$ cat src/hw/ufe_consts.vh
// register map, field positions, reset values and timing counts
`ifndef UFE_CONSTS_VH
`define UFE_CONSTS_VH
// register offsets
`define UFE_OFS_TXBUF   8'hb7
`define UFE_OFS_RXBUF   8'hb8
`define UFE_OFS_DIV     8'hb9
`define UFE_OFS_MAIN    8'hba
`define UFE_OFS_RXSC    8'hbb
`define UFE_OFS_ICS     8'hbc
// main_control_status fields
`define UFE_M_PAR_EN    7
`define UFE_M_PSEL_HI   6
`define UFE_M_PSEL_LO   5
`define UFE_M_LEN_HI    4
`define UFE_M_LEN_LO    3
// receive_status_control fields
`define UFE_R_ATTENTION_MODE      2
// interrupt_clock_source_control fields
`define UFE_I_STOP_COUNT_SELECT      7
`define UFE_I_FORCE     6
`define UFE_I_TXPIN     5
`define UFE_I_SYNC      4
`define UFE_I_RXEXT     3
`define UFE_I_TXEXT     2
`define UFE_I_RXIE      1
`define UFE_I_TXIE      0
// frame length codes
`define UFE_LEN_8       2'b00
`define UFE_LEN_7       2'b01
`define UFE_LEN_9       2'b10
`define UFE_LEN_LOOP    2'b11
// parity select codes
`define UFE_PAR_ODD     2'b00
`define UFE_PAR_EVEN    2'b01
`define UFE_PAR_MARK    2'b10
`define UFE_PAR_SPACE   2'b11
// reset values
`define UFE_RST_CFG     8'h00
`define UFE_RST_DIV     8'h00
`define UFE_RST_TXE     1'b1
// timing in 16x oversample ticks; receive shifter width in bits
`define UFE_PH_LAST     4'hf
`define UFE_PH_CONFIRM  4'h8
`define UFE_PH_SMP_A    4'h7
`define UFE_PH_SMP_B    4'h8
`define UFE_PH_SMP_C    4'h9
`define UFE_RX_SH_W     4'd11
`endif

$ cat src/hw/ufe_rx.v
// receive shifter: start detect, oversampling, frame decode
`default_nettype none
`include "ufe_consts.vh"
module ufe_rx (
    input  wire       ref_clk,
    input  wire       arst_n,
    input  wire       tick,
    input  wire       sync_mode,
    input  wire       line,
    input  wire [3:0] data_bits,
    input  wire       par_on,
    input  wire [1:0] par_sel,
    output reg        done,
    output reg  [8:0] data,
    output reg        par_err,
    output reg        frm_err,
    output reg        force_line_low
);
    localparam [1:0] S_IDLE  = 2'd0; // watching for a low line
    localparam [1:0] S_START = 2'd1; // confirming the start bit
    localparam [1:0] S_BITS  = 2'd2; // shifting frame bits
    localparam [1:0] S_WAIT  = 2'd3; // low stop: wait for line high

    reg [1:0]  state;    // receiver state
    reg [3:0]  phase;    // 16x phase within a bit
    reg [3:0]  idx;      // bits taken so far
    reg [10:0] shifter;  // receive_shifter, lsb first
    reg [1:0]  smp;      // first two centre samples

    // majority of three centre samples
    function maj3;
        input a;
        input b;
        input c;
        begin
            maj3 = (a & b) | (a & c) | (b & c);
        end
    endfunction

    // expected parity bit for the selected scheme
    function par_bit;
        input [8:0] d;
        input [1:0] sel;
        begin
            case (sel)
                `UFE_PAR_ODD:  par_bit = ~^d;
                `UFE_PAR_EVEN: par_bit = ^d;
                `UFE_PAR_MARK: par_bit = 1'b1;
                default:       par_bit = 1'b0;
            endcase
        end
    endfunction

    wire [3:0]  nbits = data_bits + {3'b000, par_on} + 4'd1; // one stop
    wire        bit_val = sync_mode ? line : maj3(smp[1], smp[0], line);
    wire        take = tick & (sync_mode | (phase == `UFE_PH_SMP_C));
    wire [10:0] next_sh = {bit_val, shifter[10:1]};
    wire [10:0] frame = next_sh >> (`UFE_RX_SH_W - nbits);
    wire [8:0]  dmask = (data_bits == 4'd7) ? 9'h07f :
                        (data_bits == 4'd8) ? 9'h0ff : 9'h1ff;
    wire [8:0]  dval = frame[8:0] & dmask;

    // bit sequencing and frame completion
    always @(posedge ref_clk or negedge arst_n)
    begin
        if (!arst_n)
        begin
            state   <= S_IDLE;
            phase   <= 4'h0;
            idx     <= 4'h0;
            shifter <= 11'h000;
            smp     <= 2'b00;
            done    <= 1'b0;
            data    <= 9'h000;
            par_err <= 1'b0;
            frm_err <= 1'b0;
            force_line_low     <= 1'b0;
        end
        else
        begin
            done <= 1'b0;
            case (state)
                S_IDLE:
                begin
                    idx <= 4'h0;
                    if (tick && !line)
                    begin
                        // sync frames skip the half-bit check
                        state <= sync_mode ? S_BITS : S_START;
                        phase <= 4'h1;
                    end
                end
                S_START:
                begin
                    if (tick)
                    begin
                        phase <= phase + 4'h1;
                        if (phase == `UFE_PH_CONFIRM && line)
                            state <= S_IDLE;
                        else if (phase == `UFE_PH_LAST)
                            state <= S_BITS;
                    end
                end
                S_BITS:
                begin
                    if (tick)
                        phase <= phase + 4'h1;
                    if (tick && (phase == `UFE_PH_SMP_A || phase == `UFE_PH_SMP_B))
                        smp <= {smp[0], line};
                    if (take)
                    begin
                        shifter <= next_sh;
                        idx     <= idx + 4'h1;
                        if (idx == nbits - 4'd1)
                        begin
                            done    <= 1'b1;
                            data    <= dval;
                            par_err <= par_on & (par_bit(dval, par_sel) != frame[data_bits]);
                            frm_err <= ~bit_val;
                            force_line_low     <= (frame == 11'h000);
                            state   <= bit_val ? S_IDLE : S_WAIT;
                        end
                    end
                end
                S_WAIT:
                begin
                    // a held-low line must not start fresh frames
                    if (line)
                        state <= S_IDLE;
                end
                default:
                    state <= S_IDLE;
            endcase
        end
    end
endmodule // ufe_rx
`default_nettype wire

$ cat src/hw/ufe_top.v
// serial frame engine: registers, clocking and transmitter
`default_nettype none
`include "ufe_consts.vh"
module ufe_top (
    input  wire       ref_clk,
    input  wire       arst_n,
    input  wire [7:0] reg_addr,
    input  wire [7:0] reg_wdata,
    input  wire       reg_wr,
    input  wire       reg_rd,
    output reg  [7:0] reg_rdata,
    input  wire       serial_in_pin,
    output reg        serial_out_pin,
    output wire       serial_out_oe,
    input  wire       serial_clock_in,
    output reg        serial_clock_out,
    output wire       serial_clock_oe,
    output wire       rx_irq_pending,
    output wire       tx_irq_pending
);
    // software-visible state
    reg [7:0]  main_cfg;      // writable bits of main_control_status
    reg [7:0]  ics_cfg;       // interrupt_clock_source_control
    reg [7:0]  baud_div;      // internal generator divisor
    reg [7:0]  tx_buf;        // transmit_buffer
    reg [7:0]  rx_buf;        // receive_buffer
    reg        tx_empty;      // tx_empty_flag
    reg        rx_full;       // rx_full_flag
    reg        overrun;       // overrun_flag
    reg        frm_err;       // framing_error_flag
    reg        par_err;       // parity_error_flag
    reg        line_brk;      // line_break_flag
    reg        rx_ninth;      // rx_ninth_bit
    reg        attention;     // attention_mode
    reg        receiving;     // receiving_status
    // clocking
    reg [7:0]  base_cnt;      // divisor counter
    reg        ck_prev;       // last sample of the clock pin
    // transmitter
    reg        transmitting;  // transmitting_status
    reg [11:0] tx_shift;      // transmit_shifter, lsb leaves first
    reg [3:0]  tx_left;       // bits still to send
    reg [3:0]  tx_phase;      // 16x phase within a bit
    // receiver results
    wire       rx_done;
    wire [8:0] rx_data;
    wire       rx_perr;
    wire       rx_ferr;
    wire       rx_brk;

    // expected parity bit for the selected scheme
    function par_bit;
        input [8:0] d;
        input [1:0] sel;
        begin
            case (sel)
                `UFE_PAR_ODD:  par_bit = ~^d;
                `UFE_PAR_EVEN: par_bit = ^d;
                `UFE_PAR_MARK: par_bit = 1'b1;
                default:       par_bit = 1'b0;
            endcase
        end
    endfunction

    // field views
    wire [1:0] frame_len = {main_cfg[`UFE_M_LEN_HI], main_cfg[`UFE_M_LEN_LO]};
    wire       nine_bit = main_cfg[`UFE_M_LEN_HI];
    wire       loopback = (frame_len == `UFE_LEN_LOOP);
    wire       tx_ninth_bit = main_cfg[`UFE_M_PSEL_LO];
    wire [1:0] par_sel = {main_cfg[`UFE_M_PSEL_HI], main_cfg[`UFE_M_PSEL_LO]};
    wire       par_on = main_cfg[`UFE_M_PAR_EN] & ~nine_bit;
    wire       sync_mode = ics_cfg[`UFE_I_SYNC];
    wire [3:0] data_bits = nine_bit ? 4'd9 :
                           (frame_len == `UFE_LEN_7) ? 4'd7 : 4'd8;
    wire [3:0] stop_bits = ics_cfg[`UFE_I_STOP_COUNT_SELECT] ? 4'd2 : 4'd1;
    wire [3:0] tx_bits = 4'd1 + data_bits + {3'b000, par_on} + stop_bits;

    // bus decode
    wire wr_main  = reg_wr && reg_addr == `UFE_OFS_MAIN;
    wire wr_rxsc  = reg_wr && reg_addr == `UFE_OFS_RXSC;
    wire wr_ics   = reg_wr && reg_addr == `UFE_OFS_ICS;
    wire wr_div   = reg_wr && reg_addr == `UFE_OFS_DIV;
    wire wr_transmit_buffer  = reg_wr && reg_addr == `UFE_OFS_TXBUF;
    wire rd_rxsc  = reg_rd && reg_addr == `UFE_OFS_RXSC;
    wire rd_receive_buffer  = reg_rd && reg_addr == `UFE_OFS_RXBUF;
    wire any_err  = overrun | frm_err | par_err | line_brk;

    // clock sources: internal generator or external pin
    wire base_tick = (base_cnt == baud_div);
    wire int_rise  = base_tick & ~serial_clock_out;
    wire int_fall  = base_tick & serial_clock_out;
    wire ext_rise  = serial_clock_in & ~ck_prev;
    wire ext_fall  = ~serial_clock_in & ck_prev;
    // sync mode: one event per bit; async: 16x ticks
    wire tx_src = ics_cfg[`UFE_I_TXEXT] ? ext_rise :
                  (sync_mode ? int_rise : base_tick);
    wire rx_src = ics_cfg[`UFE_I_RXEXT] ? (sync_mode ? ext_fall : ext_rise) :
                  (sync_mode ? int_fall : base_tick);

    // transmitter timing
    wire tx_bit_end = tx_src & (sync_mode | (tx_phase == `UFE_PH_LAST));
    wire tx_last = tx_bit_end & (tx_left == 4'd1);
    // a write in the same cycle defers the move, so no byte is lost
    wire tx_load = ~tx_empty & ~wr_transmit_buffer & tx_src &
                   (~transmitting | tx_last);
    wire tx_line = transmitting ? tx_shift[0] : 1'b1;

    // next frame image: start at bit 0, ones fill every stop slot
    reg [11:0] next_frame;
    always @*
    begin
        next_frame = 12'hfff;
        case (frame_len)
            `UFE_LEN_7:
                next_frame = {3'b111, par_on ? par_bit({2'b00, tx_buf[6:0]}, par_sel) : 1'b1,
                              tx_buf[6:0], 1'b0};
            `UFE_LEN_8:
                next_frame = {2'b11, par_on ? par_bit({1'b0, tx_buf}, par_sel) : 1'b1,
                              tx_buf, 1'b0};
            default:
                next_frame = {2'b11, tx_ninth_bit, tx_buf, 1'b0};
        endcase
    end

    // interrupt request levels
    assign rx_irq_pending = rx_full & ics_cfg[`UFE_I_RXIE];
    assign tx_irq_pending = tx_empty & ics_cfg[`UFE_I_TXIE];
    // pin enables
    assign serial_out_oe = ics_cfg[`UFE_I_TXPIN];
    // drive the shared clock only when no source is external
    assign serial_clock_oe = sync_mode & ~ics_cfg[`UFE_I_TXEXT] &
                             ~ics_cfg[`UFE_I_RXEXT];

    // receiver; loopback takes our own output
    ufe_rx u_rx (
        .ref_clk   (ref_clk),
        .arst_n    (arst_n),
        .tick      (rx_src),
        .sync_mode (sync_mode),
        .line      (loopback ? serial_out_pin : serial_in_pin),
        .data_bits (data_bits),
        .par_on    (par_on),
        .par_sel   (par_sel),
        .done      (rx_done),
        .data      (rx_data),
        .par_err   (rx_perr),
        .frm_err   (rx_ferr),
        .force_line_low       (rx_brk)
    );

    // configuration registers
    always @(posedge ref_clk or negedge arst_n)
    begin
        if (!arst_n)
        begin
            main_cfg <= `UFE_RST_CFG;
            ics_cfg  <= `UFE_RST_CFG;
            baud_div <= `UFE_RST_DIV;
            tx_buf   <= 8'h00;
        end
        else
        begin
            if (wr_main)
                main_cfg <= {reg_wdata[7:3], 3'b000}; // low bits are status
            if (wr_ics)
                ics_cfg <= reg_wdata;
            if (wr_div)
                baud_div <= reg_wdata;
            if (wr_transmit_buffer)
                tx_buf <= reg_wdata;
        end
    end

    // baud generator and clock pin sampling
    always @(posedge ref_clk or negedge arst_n)
    begin
        if (!arst_n)
        begin
            base_cnt         <= 8'h00;
            serial_clock_out <= 1'b0;
            ck_prev          <= 1'b0;
        end
        else
        begin
            ck_prev  <= serial_clock_in;
            // a new divisor or reaching the divisor restarts the count from zero
            base_cnt <= (base_tick || wr_div) ? 8'h00 : base_cnt + 8'h01;
            // sync bit clock runs at half the tick rate
            if (base_tick)
                serial_clock_out <= ~serial_clock_out;
        end
    end

    // transmit shifter and status
    always @(posedge ref_clk or negedge arst_n)
    begin
        if (!arst_n)
        begin
            transmitting <= 1'b0;
            tx_shift     <= 12'hfff;
            tx_left      <= 4'h0;
            tx_phase     <= 4'h0;
            tx_empty     <= `UFE_RST_TXE;
        end
        else
        begin
            if (tx_load)
            begin
                tx_shift     <= next_frame;
                tx_left      <= tx_bits;
                tx_phase     <= 4'h0;
                transmitting <= 1'b1;
            end
            else if (transmitting && tx_src)
            begin
                tx_phase <= tx_phase + 4'h1;
                if (tx_bit_end)
                begin
                    // data changes on rising events in sync mode
                    tx_shift <= {1'b1, tx_shift[11:1]};
                    tx_left  <= tx_left - 4'd1;
                    if (tx_last)
                        transmitting <= 1'b0;
                end
            end
            // load and write never coincide
            if (tx_load)
                tx_empty <= 1'b1;
            else if (wr_transmit_buffer)
                tx_empty <= 1'b0;
        end
    end

    // output pin register; break control wins over data
    always @(posedge ref_clk or negedge arst_n)
    begin
        if (!arst_n)
            serial_out_pin <= 1'b1;
        else
            serial_out_pin <= ics_cfg[`UFE_I_FORCE] ? 1'b0 : tx_line;
    end

    // receive buffer and error flags; hardware set beats clear
    always @(posedge ref_clk or negedge arst_n)
    begin
        if (!arst_n)
        begin
            rx_buf    <= 8'h00;
            rx_full   <= 1'b0;
            overrun   <= 1'b0;
            frm_err   <= 1'b0;
            par_err   <= 1'b0;
            line_brk  <= 1'b0;
            rx_ninth  <= 1'b0;
            attention <= 1'b0;
            receiving <= 1'b0;
        end
        else
        begin
            if (rx_done)
                rx_buf <= rx_data[7:0];
            // full flag
            if (rx_done)
                rx_full <= 1'b1;
            else if (rd_receive_buffer)
                rx_full <= 1'b0;
            // overrun: new frame while old one unread
            if (rx_done && rx_full && !rd_receive_buffer)
                overrun <= 1'b1;
            else if (rd_rxsc)
                overrun <= 1'b0;
            if (rx_done && rx_ferr)
                frm_err <= 1'b1;
            else if (rd_rxsc)
                frm_err <= 1'b0;
            if (rx_done && rx_perr)
                par_err <= 1'b1;
            else if (rd_rxsc)
                par_err <= 1'b0;
            if (rx_done && rx_brk)
                line_brk <= 1'b1;
            else if (rd_rxsc)
                line_brk <= 1'b0;
            // ninth bit only tracks nine-bit frames
            if (rx_done && nine_bit)
                rx_ninth <= rx_data[8];
            // software write takes priority over the auto clear
            if (wr_rxsc)
                attention <= reg_wdata[`UFE_R_ATTENTION_MODE];
            else if (rx_done && nine_bit && rx_data[8])
                attention <= 1'b0;
            // receiving tracks error or break until the line returns high
            if (rx_done && (rx_ferr || rx_brk))
                receiving <= 1'b1;
            else if (loopback ? serial_out_pin : serial_in_pin)
                receiving <= 1'b0;
        end
    end

    // read data, valid the cycle after the strobe
    always @(posedge ref_clk or negedge arst_n)
    begin
        if (!arst_n)
            reg_rdata <= 8'h00;
        else if (reg_rd)
        begin
            case (reg_addr)
                `UFE_OFS_MAIN:
                    reg_rdata <= {main_cfg[7:3], any_err, rx_full, tx_empty};
                `UFE_OFS_RXSC:
                    reg_rdata <= {overrun, frm_err, par_err, line_brk,
                                  rx_ninth, attention, transmitting, receiving};
                `UFE_OFS_ICS:
                    reg_rdata <= ics_cfg;
                `UFE_OFS_DIV:
                    reg_rdata <= baud_div;
                `UFE_OFS_TXBUF:
                    reg_rdata <= tx_buf;
                `UFE_OFS_RXBUF:
                    reg_rdata <= rx_buf;
                default:
                    reg_rdata <= 8'h00; // unmapped reads as zero
            endcase
        end
        else
            reg_rdata <= 8'h00;
    end
endmodule // ufe_top
`default_nettype wire

$ cat config.mk
export PLATFORM = sky130hd
export DESIGN_NAME = ufe_top
export DESIGN_NICKNAME = d
export VERILOG_FILES = /design/src/hw/ufe_rx.v /design/src/hw/ufe_top.v
export VERILOG_INCLUDE_DIRS = /design/src /design/src/hw
export SDC_FILE = /design/constraint.sdc
export NUM_CORES = 1
export LEC_CHECK = 0
export BUFFER_PORTS_ARGS = -buffer_cell sky130_fd_sc_hd__buf_2
export CAP_MARGIN = 20
export CELL_PAD_IN_SITES_DETAIL_PLACEMENT = 1
export CELL_PAD_IN_SITES_GLOBAL_PLACEMENT = 1
export CORE_MARGIN = 8
export CORE_UTILIZATION = 50
export CTS_CLUSTER_DIAMETER = 120
export DETAILED_ROUTE_END_ITERATION = 16
export GPL_TIMING_DRIVEN = 0
export MAX_ROUTING_LAYER = met4
export PLACE_DENSITY = 0.91
export REMOVE_ABC_BUFFERS = 1
export SLEW_MARGIN = 20
export SYNTH_ARGS = -nofsm -noshare
export SYNTH_HDL_FRONTEND = slang
export SYNTH_HIERARCHICAL = 1
export SYNTH_SLANG_ARGS = --single-unit
$ cat constraint.sdc
create_clock -name ref_clk -period 10.9 [get_ports ref_clk]
set_input_delay 3.27 -clock ref_clk [delete_from_list [all_inputs] [get_ports ref_clk]]
set_output_delay 3.27 -clock ref_clk [all_outputs]
set_load 0.05 [all_outputs]
* Word-level counts from Yosys, hierarchy flattened
Index checks and enable logic that the tools add are counted.
** Word-level totals
- Logic and storage cells :: 243
- Output and inout port bits :: 14
- Register bits after elaboration :: 122
- Input port bits :: 22
** Cells by class
- Bitwise gates (word level) :: 38
- Eq/ne operators :: 31
- Multiplexer cells :: 71
- Order comparisons :: 1
- Reductions and logical operators :: 56
- Add/sub/neg operators :: 12
- Shifts and indexed selects :: 1
** Operators with widths (number)
- $eq A8 B8 Y1 const B :: 6
- $pmux W8 S6 :: 1
- $mux W4 :: 10
- $mux W12 :: 3
- $mux W1 :: 35
- $reduce_xnor A9 Y1 :: 3
- $reduce_xor A9 Y1 :: 3
- $reduce_bool A2 Y1 :: 13
- $eq A4 B4 Y1 const B :: 5
- $mux W2 :: 10
- $pmux W10 S2 :: 1
- $and A1 B1 Y1 :: 19
- $logic_and A1 B1 Y1 :: 19
- $mux W9 :: 2
- $add A4 B1 Y4 const B :: 4
- $mux W8 :: 2
- $pmux W4 S2 :: 2
- $ne A2 B1 Y1 const B :: 6
- $logic_not A11 Y1 :: 1
- $shr A11 B4 Y11 :: 1
- $not A1 Y1 :: 10
- $and A9 B9 Y9 :: 1
- $pmux W1 S3 :: 3
- $reduce_and A3 Y1 :: 3
- 24 further kinds :: 47

* Logic depth before layout (Yosys ltp)
Gate-level depths: netlist (run 1).
- Depth after elaboration :: 15
- Gate-level depth with buffers :: 22
- Mapped depth without buffers :: 21

* Hierarchy
The synthesis (run 1) kept the hierarchy.
** By module, submodules not included
- ufe_top :: seq. area each 2117.0 um^2, area each 4390.5 um^2, times used 1, cells each 389
- ufe_rx :: seq. area each 875.8 um^2, area each 2630.0 um^2, times used 1, cells each 282

* Worst setup path after synthesis (run 1)
OpenSTA, ideal clock, no wires.
- Path type :: input-to-reg
- From :: input port serial_in_pin
- To :: register u_rx.par_err
- Stages on the path :: 16
- Path buffers :: 1
- Setup slack :: 4753 ps
- Setup time :: 126 ps
- Data required time :: 10774 ps
- Arrival time :: 6021 ps
- Cells stage by stage :: mux2_2 -> buf_2 -> o21a_1 -> o22a_1 -> mux2i_1 -> o22ai_1 -> nor2b_1 -> a31oi_1 -> ha_1 -> xor2_1 -> xnor2_1 -> xnor2_1 -> mux2i_1 -> xnor2_1 -> xnor2_1 -> o22ai_2
** Between the ends
- Longest elaborated chain between the ends :: 14
- Elaborated cells between the ends (all ways) :: 18
- Those cells by class :: eq/ne: 1; shift: 1; mux: 8; bitwise: 6; reduce/logical: 2
** RTL lines
- start, declared :: RTL line ufe_top.v:12 : input wire serial_in_pin,
- $mux W1 (*) :: RTL line ufe_top.v:140 : .line (loopback ? serial_out_pin : serial_in_pin),
- $and A1 B1 Y1 :: RTL line ufe_rx.v:36 : maj3 = (a & b) | (a & c) | (b & c);
- $or A1 B1 Y1 (2 in a row) :: RTL line ufe_rx.v:36
- $mux W1 (*) :: RTL line ufe_rx.v:55 : wire bit_val = sync_mode ? line : maj3(smp[1], smp[0], line);
- $shr A11 B4 Y11 (*) :: RTL line ufe_rx.v:58 : wire [10:0] frame = next_sh >> (`UFE_RX_SH_W - nbits);
- $and A9 B9 Y9 :: RTL line ufe_rx.v:61 : wire [8:0] dval = frame[8:0] & dmask;
- $reduce_xor A9 Y1 or $reduce_xnor A9 Y1 (tied branches) :: RTL line ufe_rx.v:47, ufe_rx.v:46
- $pmux W1 S3 :: RTL line ufe_rx.v:45 : case (sel)
- $mux W1 :: RTL line ufe_rx.v:114 : if (idx == nbits - 4'd1)
- $mux W1 :: RTL line ufe_rx.v:110 : if (take)
- $mux W1 :: RTL line ufe_rx.v:82 : case (state)
- $ne A1 B1 Y1 (*) :: RTL line ufe_rx.v:118 : par_err <= par_on & (par_bit(dval, par_sel) != frame[data_bits]);
- $and A1 B1 Y1 (*) :: RTL line ufe_rx.v:118
- end signal, assigned :: RTL line ufe_rx.v:118
- end, declared :: RTL line ufe_rx.v:15 : output reg par_err,
Every way passes the cells marked *; elsewhere a longest branch is shown, timed or not. The select of a mux whose other input is x is not followed.
A chain may end at the register's enable or synchronous reset.

* Final worst setup path (run 1)
Same ends and word-level chain as after synthesis.

==> key figures, run 1 <==
Power and ir drop
  • Combinational power share: 0.272
  • IR drop worst, VDD: 123 µV
  • Power per cell area: roughly 200 mW/mm²
  • Post-layout power: 1.57 mW
  • Clock share of power: 0.356
  • Switching portion of total power: 0.345
  • Internal power summed over all cells: 1.03 mW
  • Sw power: 542 µW
  • Static leakage: 3.72 nW
  • Share of power burned in registers: 0.372

Placed design
  • Detail Placement HPWL: 13.9 mm
  • Post-detailed-placement cell area: around 0.0073 mm²
  • Routability cong.: between 0.9 and 1
  • Cells after DPL: 860
  • Quantity of I/O buffers inserted on ports: 35
  • Pre-CTS setup slack: 4.13 ns

GRT
  • GRT Util Overall: 0.251
  • Global-route wire length before repair: between 30 and 40 mm
  • Initial antenna violation count: 0
  • Aggregate global routing overflow: 0
  • Vias in the first global route: approximately 6,100
  • Maximum number of pins on one net before global-route repair: between 80 and 90

Logic synthesis
  • Syn. warnings: 6
  • Synth Flop Type: dfrtp_1
  • Mux contribution to synthesized area: 0.130
  • EDFF count, synth: 0
  • Synth cell types: between 70 and 80
  • Synth top area share: 0.381
  • Sequential fraction of the synthesis area: 0.426
  • Complex-gate fraction of the synthesized area: 0.141
  • Cell Area, Synth: approximately 0.0070 mm²
  • Dominant combinational cell family by area after synthesis: simple AND/OR/NAND/NOR gates
  • Most area-consuming cells after synthesis: dfrtp_1, mux2_2, dfstp_2
  • Xor/xnor cell area share of the yosys netlist: 0.0622
  • Cells after synthesis: 671
  • Number of flip-flops and latches in the synthesized netlist: 119
  • Area share of and/or/nand/nor cells after synthesis: 0.153
  • Async set-or-reset flop fraction in the synthesized netlist: 1.00
  • Syn_area_per_cell: about 10 µm²
  • Fraction of the mapped netlist area in adder cells: 0.0456
  • Cell accounting for the most synthesized area: dfrtp_1

Worst setup path
  • Most numerous cell on the critical path: xnor2_1
  • Slowest Stage Delay on Critical Path: 0.37 ns
  • Kind of critical path: input port to register
  • Family with the most delay on the worst path: compound AO/OA/AOI/OAI gates
  • Launching element type of the critical path: input port
  • Critical Path End Type: register
  • Critical-path cell with the highest stage delay: mux2_2
  • Required time at the worst-slack endpoint: 11.18 ns
  • Max FO, Critical Path: 10
  • Chain of cells forming the critical path: buf_2, mux2_2, o21a_1, o22a_1, mux2i_1, o22ai_1, nor2b_1, a31oi_1, ha_1, xor2_1, xnor2_1, xnor2_1, mux2i_1, xnor2_1, xnor2_1, o22ai_2
  • Total buffers and inverters traversed by the critical path: 1
  • Crit path arrival time: ~6.7 ns

Final layout
  • Util after Layout: 0.571
  • Final nets: 746
  • Cell area after layout: 0.00787 mm²
  • Antenna Cells: 0
  • Non-filler cells, final: ~890
  • Synthesis-to-layout area growth: 12.1%
  • Layout cell share with drive strength beyond 1: 0.243

CTS
  • Number of buffers inserted by post-CTS setup repair: 0
  • Number of clock sinks: approximately 120
  • Hold buffers post-CTS: 0
  • Root buffer cell: clkbuf_16
  • Post_cts resized: 0
  • Count of H-tree levels built during CTS: 4
  • Clock tree from TritonCTS: built
  • Clock input transition at the sequential cells of the worst setup and hold paths: 0.05 ns
  • Later-pin clock latency in the skew report: 0.43 ns
  • CTS Buffer Depth: 2
  • Number of buffers created by CTS: 17

Min path
  • Kind of path behind the tightest hold check: register to register

Timing
  • Number of max-slew violations in the final report: 0
  • Min Tclk post-route: between 6 and 7 ns
  • Setup repair after global routing missed its margin: no
  • Fmax achieved: 156 MHz
  • Final setup fails: 0
  • Tightest hold margin: between 0.4 and 0.5 ns
  • Setup_tns: 0 ns
  • Actual transition at the worst max-transition pin: approximately 0.98 ns
  • Ratio of final minimum period to clock period: 0.587
  • Post-layout worst setup margin: 4.51 ns
  • Post-route clock skew: 0.00903 ns
  • Final hold violations: 0
  • Worst-case headroom to the max-slew limit: 0.341

Job
  • # Max-Cap Violations: 0

Drt
  • Routed via count divided by cell count: 6.22
  • DRT Pass-1 Iters: 5
  • Routed WL: between 20 and 25 mm
  • Total number of vias: 5,539
  • Average wire per cell in the routed design: approximately 24 µm
  • Iteration-0 DRC Markers: about 400
  • DRC violation count after routing: 0
  • Antenna viol nets, final: 0

Die
  • Number of rows created at floorplan: 43
  • Horiz. Die Dim: 134 µm
  • DIE AREA: 0.0181 mm²
  • I/O Pins: 36
  • Overall die height: ~130 µm
  • CORE AREA: around 0.014 mm²
  • Initial core utilization: 0.510

Outcome
  • Run status: completed
[placed cells by master (no fill, tap or decap), types with 5 or more instances in the layout]
| master | n |
|---|---|
| dfrtp_1 | 107 |
| nand2_1 | 57 |
| nor2_1 | 53 |
| mux2_2 | 49 |
| a21oi_1 | 40 |
| buf_2 | 34 |
| inv_1 | 31 |
| ha_1 | 24 |
| xor2_1 | 23 |
| o21ai_0 | 20 |
| nand3_1 | 20 |
| xnor2_1 | 18 |
| clkbuf_16 | 17 |
| mux2i_1 | 16 |
| nor3_1 | 13 |
| a31oi_1 | 12 |
| dfstp_2 | 12 |
| a22o_1 | 11 |
| nor2b_1 | 8 |
| mux2_4 | 8 |
| a21oi_2 | 7 |
| and3_1 | 6 |
| and2_1 | 6 |
| nand4_1 | 6 |
| o21a_1 | 5 |
| clkinv_2 | 5 |
| mux2_1 | 5 |
[worst paths after layout]
check                                   start      endpoint  slack, ns  cells after the start
worst min-delay path              tx_shift[5]   tx_shift[5]       0.48                      2
min in group asynchronous              arst_n   tx_phase[0]       2.73                      1
max in group asynchronous              arst_n   tx_shift[9]       7.42                      2
worst min register to register    tx_shift[5]   tx_shift[5]       0.48                      2
worst max register to register    main_cfg[4]  u_rx/par_err       6.09                     17
worst max-delay path            serial_in_pin  u_rx/par_err       4.51                     16
[worst min-delay path: stages (launching register included)]
cell and delay, ns:
dfstp_2 0.37, nand2_1 0.05, a21oi_1 0.05
[cells by family (layout without fill, tap and decap cells)]
group                      after synthesis  in the layout
buffers and inverters                   61            101
xor gates and xnor gates                45             45
DFF                                    119            119
AOI/OAI and AO/OA                      142            142
adders and majority gates               25             25
muxes                                   79             79
and+or+nand+nor                        200            200
[cell usage after synthesis (all sizes together), types with 5 or more instances]
library cell    n
mux2           62
and2            7
ha             24
buf            20
nand3          20
nor2           53
nor2b           9
a22oi           6
dfrtp         107
a21oi          47
xnor2          20
nand4           6
a22o           11
nor3           13
o21ai          24
and3            6
clkbuf          8
dfstp          12
xor2           23
nand2          61
a31oi          13
inv            33
nor4            6
o22ai           5
mux2i          16
o21a            5
[sequential cells by signal, summed over array words and instances, names as in the netlist, 5 cells and up]
signal and count:
tx_shift 10, u_rx/shifter 10, u_rx/data 9, base_cnt 8
baud_div 8, ics_cfg 8, reg_rdata 8, rx_buf 8
tx_buf 8, main_cfg 5
[power groups by stage]
stage / logic [mW] / registers, mW / clock network (mW)
after floorplan: 0.291 / 0.573 / 0
after global placement: 0.368 / 0.577 / 0
after detailed placement: 0.406 / 0.588 / 0
after CTS: 0.425 / 0.583 / 0.565
after global routing: 0.468 / 0.592 / 0.579
final: 0.427 / 0.585 / 0.559
[area by class of cell]
cell class                      instances  area [µm²]
Clock inverter                          9         100
Tap cell                              180         225
Sequential cell                       119        2990
Multi-Input combinational cell        491        3740
Clock buffer                           22         474
Inverter                               33         124
Fill cell                            1521        5900
Timing Repair Buffer                   37         216
[metal layers]
layer	vias up	share of wire	GRT usage
met5	-	0	-
li1	2459	-	-
met4	0	0.032	0.122
met2	185	0.52	0.415
met3	57	0.046	0.0561
met1	2838	0.40	0.285
Power figures use the tool's default switching activity.
==> inputs of run 2 (changes only) <==
--- a/config.mk
+++ b/config.mk
@@ -6,17 +6,18 @@
 export SDC_FILE = /design/constraint.sdc
 export NUM_CORES = 1
 export LEC_CHECK = 0
+export ABC_AREA = 1
 export BUFFER_PORTS_ARGS = -buffer_cell sky130_fd_sc_hd__buf_2
 export CAP_MARGIN = 20
 export CELL_PAD_IN_SITES_DETAIL_PLACEMENT = 1
 export CELL_PAD_IN_SITES_GLOBAL_PLACEMENT = 1
 export CORE_MARGIN = 8
-export CORE_UTILIZATION = 50
+export CORE_UTILIZATION = 42
 export CTS_CLUSTER_DIAMETER = 120
 export DETAILED_ROUTE_END_ITERATION = 16
 export GPL_TIMING_DRIVEN = 0
 export MAX_ROUTING_LAYER = met4
-export PLACE_DENSITY = 0.91
+export PLACE_DENSITY = 0.87
 export REMOVE_ABC_BUFFERS = 1
 export SLEW_MARGIN = 20
 export SYNTH_ARGS = -nofsm -noshare
==> constraint.sdc (replaced) <==
create_clock -name ref_clk -period 5.6 [get_ports ref_clk]
set_input_delay 1.68 -clock ref_clk [delete_from_list [all_inputs] [get_ports ref_clk]]
set_output_delay 1.68 -clock ref_clk [all_outputs]
set_load 0.05 [all_outputs]
==> key figures, run 2 <==
Outcome
  • Run status: completed (unchanged)

Power and ir drop
  • Post-layout power: 3.61 mW (was 1.57 mW)
  • IR drop worst, VDD: 239 µV (was 123 µV)
  • Static leakage: 3.98 nW (was 3.72 nW)
  • Power per cell area: 445 mW/mm² (was 200 mW/mm²)

Final layout
  • Most common cell after layout, fill and taps aside: nand2_1 (was dfrtp_1)
  • Cell area after layout: 0.00811 mm² (was 0.00787 mm²)
  • Antenna Cells: 0 (unchanged)
  • Final nets: 1,020 (was 746)
  • Synthesis-to-layout area growth: 14.0% (was 12.1%)
  • Util after Layout: 0.489 (was 0.571)
  • Non-filler cells, final: 1,206 (was 891)
  • Filler cell count in the final layout: 2,128 (was 1,521)
  • Most frequent cells in the layout: nand2_1, inv_1, dfrtp_1 (was dfrtp_1, nand2_1, nor2_1)
  • Layout cell share with drive strength beyond 1: 0.135 (was 0.243)
  • Largest registers: tx_shift (10), u_rx/shifter (10), u_rx/data (9) (unchanged)

Logic synthesis
  • Cells after synthesis: 936 (was 671)
  • EDFF count, synth: 0 (unchanged)
  • Most area-consuming cells after synthesis: dfrtp_1, nand2_1, inv_1 (was dfrtp_1, mux2_2, dfstp_2)
  • Most instantiated library cell after synthesis: nand2_1 (was dfrtp_1)
  • Synth top area share: 0.377 (was 0.381)
  • Number of flip-flops and latches in the synthesized netlist: 119 (unchanged)
  • Synth cell types: 51 (was 78)
  • Synth Flop Type: dfrtp_1 (unchanged)
  • Syn. warnings: 6 (unchanged)
  • Sequential fraction of the synthesis area: 0.421 (was 0.426)
  • Synth cell count leaders: nand2_1, inv_1, dfrtp_1 (was dfrtp_1, nand2_1, nor2_1)
  • Async set-or-reset flop fraction in the synthesized netlist: 1.00 (unchanged)
  • Syn_area_per_cell: 7.60 µm² (was 10.5 µm²)
  • Cell accounting for the most synthesized area: dfrtp_1 (unchanged)
  • Cell Area, Synth: 0.00711 mm² (was 0.00702 mm²)

Worst setup path
  • Launching element type of the critical path: input port (unchanged)
  • Total buffers and inverters traversed by the critical path: 3 (was 1)
  • Required time at the worst-slack endpoint: 5.91 ns (was 11.18 ns)
  • Critical Path End Type: register (unchanged)
  • Max FO, Critical Path: 6 (was 10)
  • Kind of critical path: input port to register (unchanged)
  • Most numerous cell on the critical path: nand2_1 (was xnor2_1)
  • Critical-path cell with the highest stage delay: a31oi_1 (was mux2_2)
  • Slowest Stage Delay on Critical Path: 0.44 ns (was 0.37 ns)
  • Crit path arrival time: 5.02 ns (was 6.68 ns)
  • Family with the most delay on the worst path: simple AND/OR/NAND/NOR gates (was compound AO/OA/AOI/OAI gates)

CTS
  • Number of buffers inserted by post-CTS setup repair: 0 (unchanged)
  • Root buffer cell: clkbuf_16 (unchanged)
  • Hold buffers post-CTS: 0 (unchanged)
  • CTS Buffer Depth: 2 (unchanged)
  • Clock tree from TritonCTS: built (unchanged)
  • Count of H-tree levels built during CTS: 4 (unchanged)
  • Number of buffers created by CTS: 17 (unchanged)
  • Clock input transition at the sequential cells of the worst setup and hold paths: 0.05 ns (about the same)
  • Later-pin clock latency in the skew report: 0.43 ns (about the same)
  • Number of clock sinks: 119 (unchanged)
  • Post_cts resized: 0 (unchanged)

Placed design
  • Cells after DPL: 1,174 (was 860)
  • Quantity of I/O buffers inserted on ports: 35 (unchanged)
  • Pre-CTS setup slack: 0.500 ns (was 4.13 ns)
  • Post-detailed-placement cell area: 0.00748 mm² (was 0.00730 mm²)
  • Detail Placement HPWL: 14.8 mm (was 13.9 mm)
  • Routability cong.: 0.884 (was 0.917)

Die
  • Number of rows created at floorplan: 47 (was 43)
  • Overall die height: 146 µm (was 134 µm)
  • Horiz. Die Dim: 146 µm (was 134 µm)
  • I/O Pins: 36 (unchanged)
  • DIE AREA: 0.0213 mm² (was 0.0181 mm²)
  • Initial core utilization: 0.429 (was 0.510)
  • CORE AREA: 0.0166 mm² (was 0.0138 mm²)

Timing
  • Setup repair after global routing missed its margin: no (unchanged)
  • Worst-case headroom to the max-slew limit: 0.562 (was 0.341)
  • Final setup fails: 0 (unchanged)
  • Tightest hold margin: 0.388 ns (was 0.479 ns)
  • Number of max-slew violations in the final report: 0 (unchanged)
  • Min Tclk post-route: 4.71 ns
  • Post-layout worst setup margin: 0.894 ns (was 4.51 ns)
  • Final hold violations: 0 (unchanged)
  • Ratio of final minimum period to clock period: 0.840
  • Fmax achieved: 212 MHz
  • Setup_tns: 0 ns (unchanged)
  • Actual transition at the worst max-transition pin: 0.657 ns (was 0.980 ns)
  • Post-route clock skew: 0.0110 ns (was 0.00903 ns)

GRT
  • Aggregate global routing overflow: 0 (unchanged)
  • Initial antenna violation count: 0 (unchanged)
  • Vias in the first global route: 6,866 (was 6,058)
  • Global-route wire length before repair: 34.0 mm (was 34.1 mm)
  • Maximum number of pins on one net before global-route repair: 76 (was 87)
  • GRT Util Overall: 0.201 (was 0.251)

Drt
  • Antenna viol nets, final: 0 (unchanged)
  • Average wire per cell in the routed design: 16.6 µm (was 23.6 µm)
  • Total number of vias: 6,318 (was 5,539)
  • Routed WL: 20.0 mm (was 21.0 mm)
  • Routed via count divided by cell count: 5.24 (was 6.22)
  • DRT Pass-1 Iters: 4 (was 5)
  • DRC violation count after routing: 0 (unchanged)
  • Iteration-0 DRC Markers: 338 (was 410)

Min path
  • Kind of path behind the tightest hold check: register to register (unchanged)

Job
  • # Max-Cap Violations: 0 (unchanged)
[run 2: changes by cell type after synthesis, moves of 16 or more]
cell,previous run,this run
nand2_1,57,278
inv_1,31,118
o21ai_0,20,85
nand3_1,20,80
mux2_2,49,2
a21oi_1,40,14
mux2i_1,16,0
[run 2: kinds of logic (layout without fill, tap and decap cells)]
kind of cell | after synthesis | count (layout) | share of synthesized area
AO/OA/AOI/OAI | 140 | 140 | 0.108
XOR/XNOR | 28 | 28 | 0.0355
adder cells (fa/ha/maj) | 25 | 25 | 0.0450
buffers and inverters | 145 | 195 | 0.0855
flip-flops | 119 | 119 | 0.421
multiplexers | 2 | 2 | 0.00317
AND/OR/NAND/NOR | 477 | 477 | 0.302
[run 2: path summary, 6_finish.rpt]
check	start	end	slack [ns]	cells after the start
worst min register to register	ics_cfg[6]	serial_out_pin	0.39	1
worst max register to register	main_cfg[4]	u_rx/par_err	1.09	24
min in group asynchronous	arst_n	u_rx/shifter[7]	1.18	1
worst min-delay path	ics_cfg[6]	serial_out_pin	0.39	1
max in group asynchronous	arst_n	serial_out_pin	3.65	2
worst max-delay path	serial_in_pin	u_rx/par_err	0.89	25
[run 2: area by class of cell]
type / instances / area, µm² / area share
clock inverter: 9 / 148 / 0.0182
clock buffer: 23 / 478 / 0.0589
multi-input combinational: 672 / 3510 / 0.433
timing repair buffer: 37 / 224 / 0.0276
tap: 220 / 275 / 0.0339
inverter: 126 / 477 / 0.0588
sequential: 119 / 2990 / 0.369
[run 2: report_power, final]
| part | internal [mW] | total [mW] | leakage, nW | switching [mW] |
|---|---|---|---|---|
| logic | 0.437 | 1.20 | 2.17 | 0.760 |
| registers | 1.06 | 1.24 | 1.50 | 0.173 |
| clock network | 0.777 | 1.18 | 0.307 | 0.400 |
| total | 2.28 | 3.61 | 3.98 | 1.33 |
[run 2: metal layers]
metal / track usage / up-vias / part of all wire
li1: - / 3082 / -
met1: 0.219 / 3117 / 0.42
met2: 0.355 / 87 / 0.52
met3: 0.0442 / 32 / 0.032
met4: 0.0737 / 0 / 0.022
met5: - / - / 0
==> inputs of run 3 (changes only) <==
--- a/config.mk
+++ b/config.mk
@@ -12,12 +12,12 @@
 export CELL_PAD_IN_SITES_DETAIL_PLACEMENT = 1
 export CELL_PAD_IN_SITES_GLOBAL_PLACEMENT = 1
 export CORE_MARGIN = 8
-export CORE_UTILIZATION = 42
+export CORE_UTILIZATION = 46
 export CTS_CLUSTER_DIAMETER = 120
 export DETAILED_ROUTE_END_ITERATION = 16
 export GPL_TIMING_DRIVEN = 0
 export MAX_ROUTING_LAYER = met4
-export PLACE_DENSITY = 0.87
+export PLACE_DENSITY = 0.9
 export REMOVE_ABC_BUFFERS = 1
 export SLEW_MARGIN = 20
 export SYNTH_ARGS = -nofsm -noshare
==> constraint.sdc (replaced) <==
create_clock -name ref_clk -period 4.8 [get_ports ref_clk]
set_input_delay 1.44 -clock ref_clk [delete_from_list [all_inputs] [get_ports ref_clk]]
set_output_delay 1.44 -clock ref_clk [all_outputs]
set_load 0.05 [all_outputs]
==> key figures, run 3 (same netlist as run 2, synthesis figures left out) <==
Worst setup path
  • Kind of critical path: register to register (was input port to register)
  • Launching element type of the critical path: register (was input port)
  • Most numerous cell on the critical path: nand2_1 (unchanged)
  • Slowest Stage Delay on Critical Path: 0.52 ns (was 0.44 ns)
  • Required time at the worst-slack endpoint: 5.12 ns (was 5.91 ns)
  • Crit path arrival time: 4.80 ns (was 5.02 ns)
  • Critical Path End Type: register (unchanged)
  • Launch point of the worst path: main_cfg[4] (was serial_in_pin)
  • Critical-path cell with the highest stage delay: dfrtp_1 (was a31oi_1)
  • Max FO, Critical Path: 10 (was 6)
  • Source of the worst register-to-register timing path: main_cfg[4] (unchanged)

Timing
  • Min Tclk post-route: 4.48 ns
  • Final setup fails: 0 (unchanged)
  • Setup repair after global routing missed its margin: no (unchanged)
  • Number of max-slew violations in the final report: 0 (unchanged)
  • Fmax achieved: roughly 220 MHz
  • Ratio of final minimum period to clock period: 0.934
  • Tightest hold margin: 0.398 ns (was 0.388 ns)
  • Actual transition at the worst max-transition pin: 0.995 ns (was 0.657 ns)
  • Worst-case headroom to the max-slew limit: 0.334 (was 0.562)
  • Final hold violations: 0 (unchanged)
  • Post-route clock skew: 0.00881 ns (was 0.0110 ns)

CTS
  • Number of clock sinks: 119 (unchanged)
  • Root buffer cell: clkbuf_16 (unchanged)
  • CTS Buffer Depth: 2 (unchanged)
  • Later-pin clock latency in the skew report: 0.43 ns (about the same)
  • Count of H-tree levels built during CTS: 4 (unchanged)
  • Clock input transition at the sequential cells of the worst setup and hold paths: 0.06 ns (was 0.05 ns)
  • Number of buffers created by CTS: 17 (unchanged)
  • Hold buffers post-CTS: 0 (unchanged)
  • Clock tree from TritonCTS: built (unchanged)

GRT
  • Initial antenna violation count: 0 (unchanged)
  • Vias in the first global route: 6,863 (was 6,866)
  • Aggregate global routing overflow: 0 (unchanged)
  • GRT Util Overall: 0.232 (was 0.201)
  • Maximum number of pins on one net before global-route repair: 76 (unchanged)
  • Global-route wire length before repair: 35.4 mm (was 34.0 mm)

Die
  • I/O Pins: 36 (unchanged)
  • Number of rows created at floorplan: 45 (was 47)
  • CORE AREA: 0.0151 mm² (was 0.0166 mm²)
  • Overall die height: 140 µm (was 146 µm)
  • Initial core utilization: 0.469 (was 0.429)
  • DIE AREA: 0.0197 mm² (was 0.0213 mm²)
  • Horiz. Die Dim: 140 µm (was 146 µm)

Placed design
  • Post-detailed-placement cell area: 0.00743 mm² (was 0.00748 mm²)
  • Quantity of I/O buffers inserted on ports: 35 (unchanged)
  • Detail Placement HPWL: 15.1 mm (was 14.8 mm)
  • Routability cong.: 0.854 (was 0.884)

Power and ir drop
  • IR drop worst, VDD: 273 µV (was 239 µV)
  • Static leakage: 3.99 nW (was 3.98 nW)
  • Power per cell area: 534 mW/mm² (was 445 mW/mm²)

Final layout
  • Util after Layout: 0.536 (was 0.489)
  • Most frequent cells in the layout: nand2_1, inv_1, dfrtp_1 (unchanged)
  • Antenna Cells: 0 (unchanged)
  • Layout cell share with drive strength beyond 1: 0.143 (was 0.135)
  • Synthesis-to-layout area growth: 14.1% (was 14.0%)
  • Cell area after layout: 0.00811 mm² (about the same)
  • Largest registers: tx_shift (10), u_rx/shifter (10), u_rx/data (9) (unchanged)
  • Multi-input combinational cell area: 0.00352 mm² (was 0.00351 mm²)
  • Final nets: 1,022 (was 1,020)
  • Area used by sequential logic in the layout: 0.00299 mm² (unchanged)
  • Filler cell count in the final layout: 1,896 (was 2,128)
  • Most common cell after layout, fill and taps aside: nand2_1 (unchanged)

Drt
  • Routed WL: 21.4 mm (was 20.0 mm)
  • Iteration-0 DRC Markers: 372 (was 338)
  • DRT Pass-1 Iters: 4 (unchanged)
  • DRC violation count after routing: 0 (unchanged)
  • Total number of vias: 6,405 (was 6,318)
  • Average wire per cell in the routed design: 18.2 µm (was 16.6 µm)
  • Antenna viol nets, final: 0 (unchanged)
  • Routed via count divided by cell count: 5.45 (was 5.24)

Min path
  • Kind of path behind the tightest hold check: register to register (unchanged)
  • HP Start: ics_cfg[6] (unchanged)

Outcome
  • Run status: completed (unchanged)

Job
  • # Max-Cap Violations: 0 (unchanged)
run 3: cell types whose count changed in the layout (fill, tap and decap cells not counted), moves of 2 or more:
cell and delta:
clkbuf_1 -3, clkinv_2 -2, ha_1 -2, buf_4 +3, ha_2 +2, clkinv_4 +2, clkinvlp_4 +3
run 3: power by group:
group	switching, mW	internal (mW)	total [mW]
sequential	0.207	1.24	1.45
clock	0.500	0.923	1.42
combinational	0.940	0.518	1.46
total	1.65	2.68	4.33
run 3: through the flow:
step           setup TNS (ns)  setup WS (ns)  power, mW  instances
4_1_cts                     0          0.160       4.35       1173
2_1_floorplan               0          0.934       2.46        917
5_1_grt                     0       0.000187       4.59       1176
3_5_place_dp           -0.112         -0.112       2.87       1141
3_3_place_gp                0         0.0756       2.75       1140
6_report                    0          0.316       4.33       1176
run 3: critical path: cells and delay by family, from the launching register on:
family | cells | cell delay (ns)
buf+inv | 5 | 0.66
flops | 1 | 0.52
fa+ha+maj | 3 | 0.96
xor+xnor | 2 | 0.38
simple gates | 18 | 1.84
run 3: worst paths after layout:
kind | cells after the start | end | slack (ns)
worst max register to register | 28 | u_rx/par_err | 0.32
worst max-delay path | 28 | u_rx/par_err | 0.32
max in group asynchronous | 2 | serial_out_pin | 3.10
min in group asynchronous | 1 | ics_cfg[1] | 0.94
worst min-delay path | 1 | serial_out_pin | 0.40
worst min register to register | 1 | serial_out_pin | 0.40
run 3: area by class of cell:
type | count | area share
timing repair buffer | 39 | 0.0285
multi-input combinational | 672 | 0.434
tap | 188 | 0.0290
clock buffer | 21 | 0.0592
clock inverter | 11 | 0.0210
inverter | 126 | 0.0592
sequential | 119 | 0.369
run 3: what timing repair did:
item,in CTS,in global routing
setup buffers,0,3
setup endpoints to repair,0,1
resized for setup,0,4
run 3: layer usage:
| layer | vias up | routed length, µm | GRT usage |
|---|---|---|---|
| met5 | - | 0 | - |
| met4 | 0 | 623 | 0.0937 |
| met3 | 37 | 696 | 0.0503 |
| met2 | 103 | 11200 | 0.405 |
| met1 | 3174 | 8830 | 0.253 |
| li1 | 3091 | - | - |
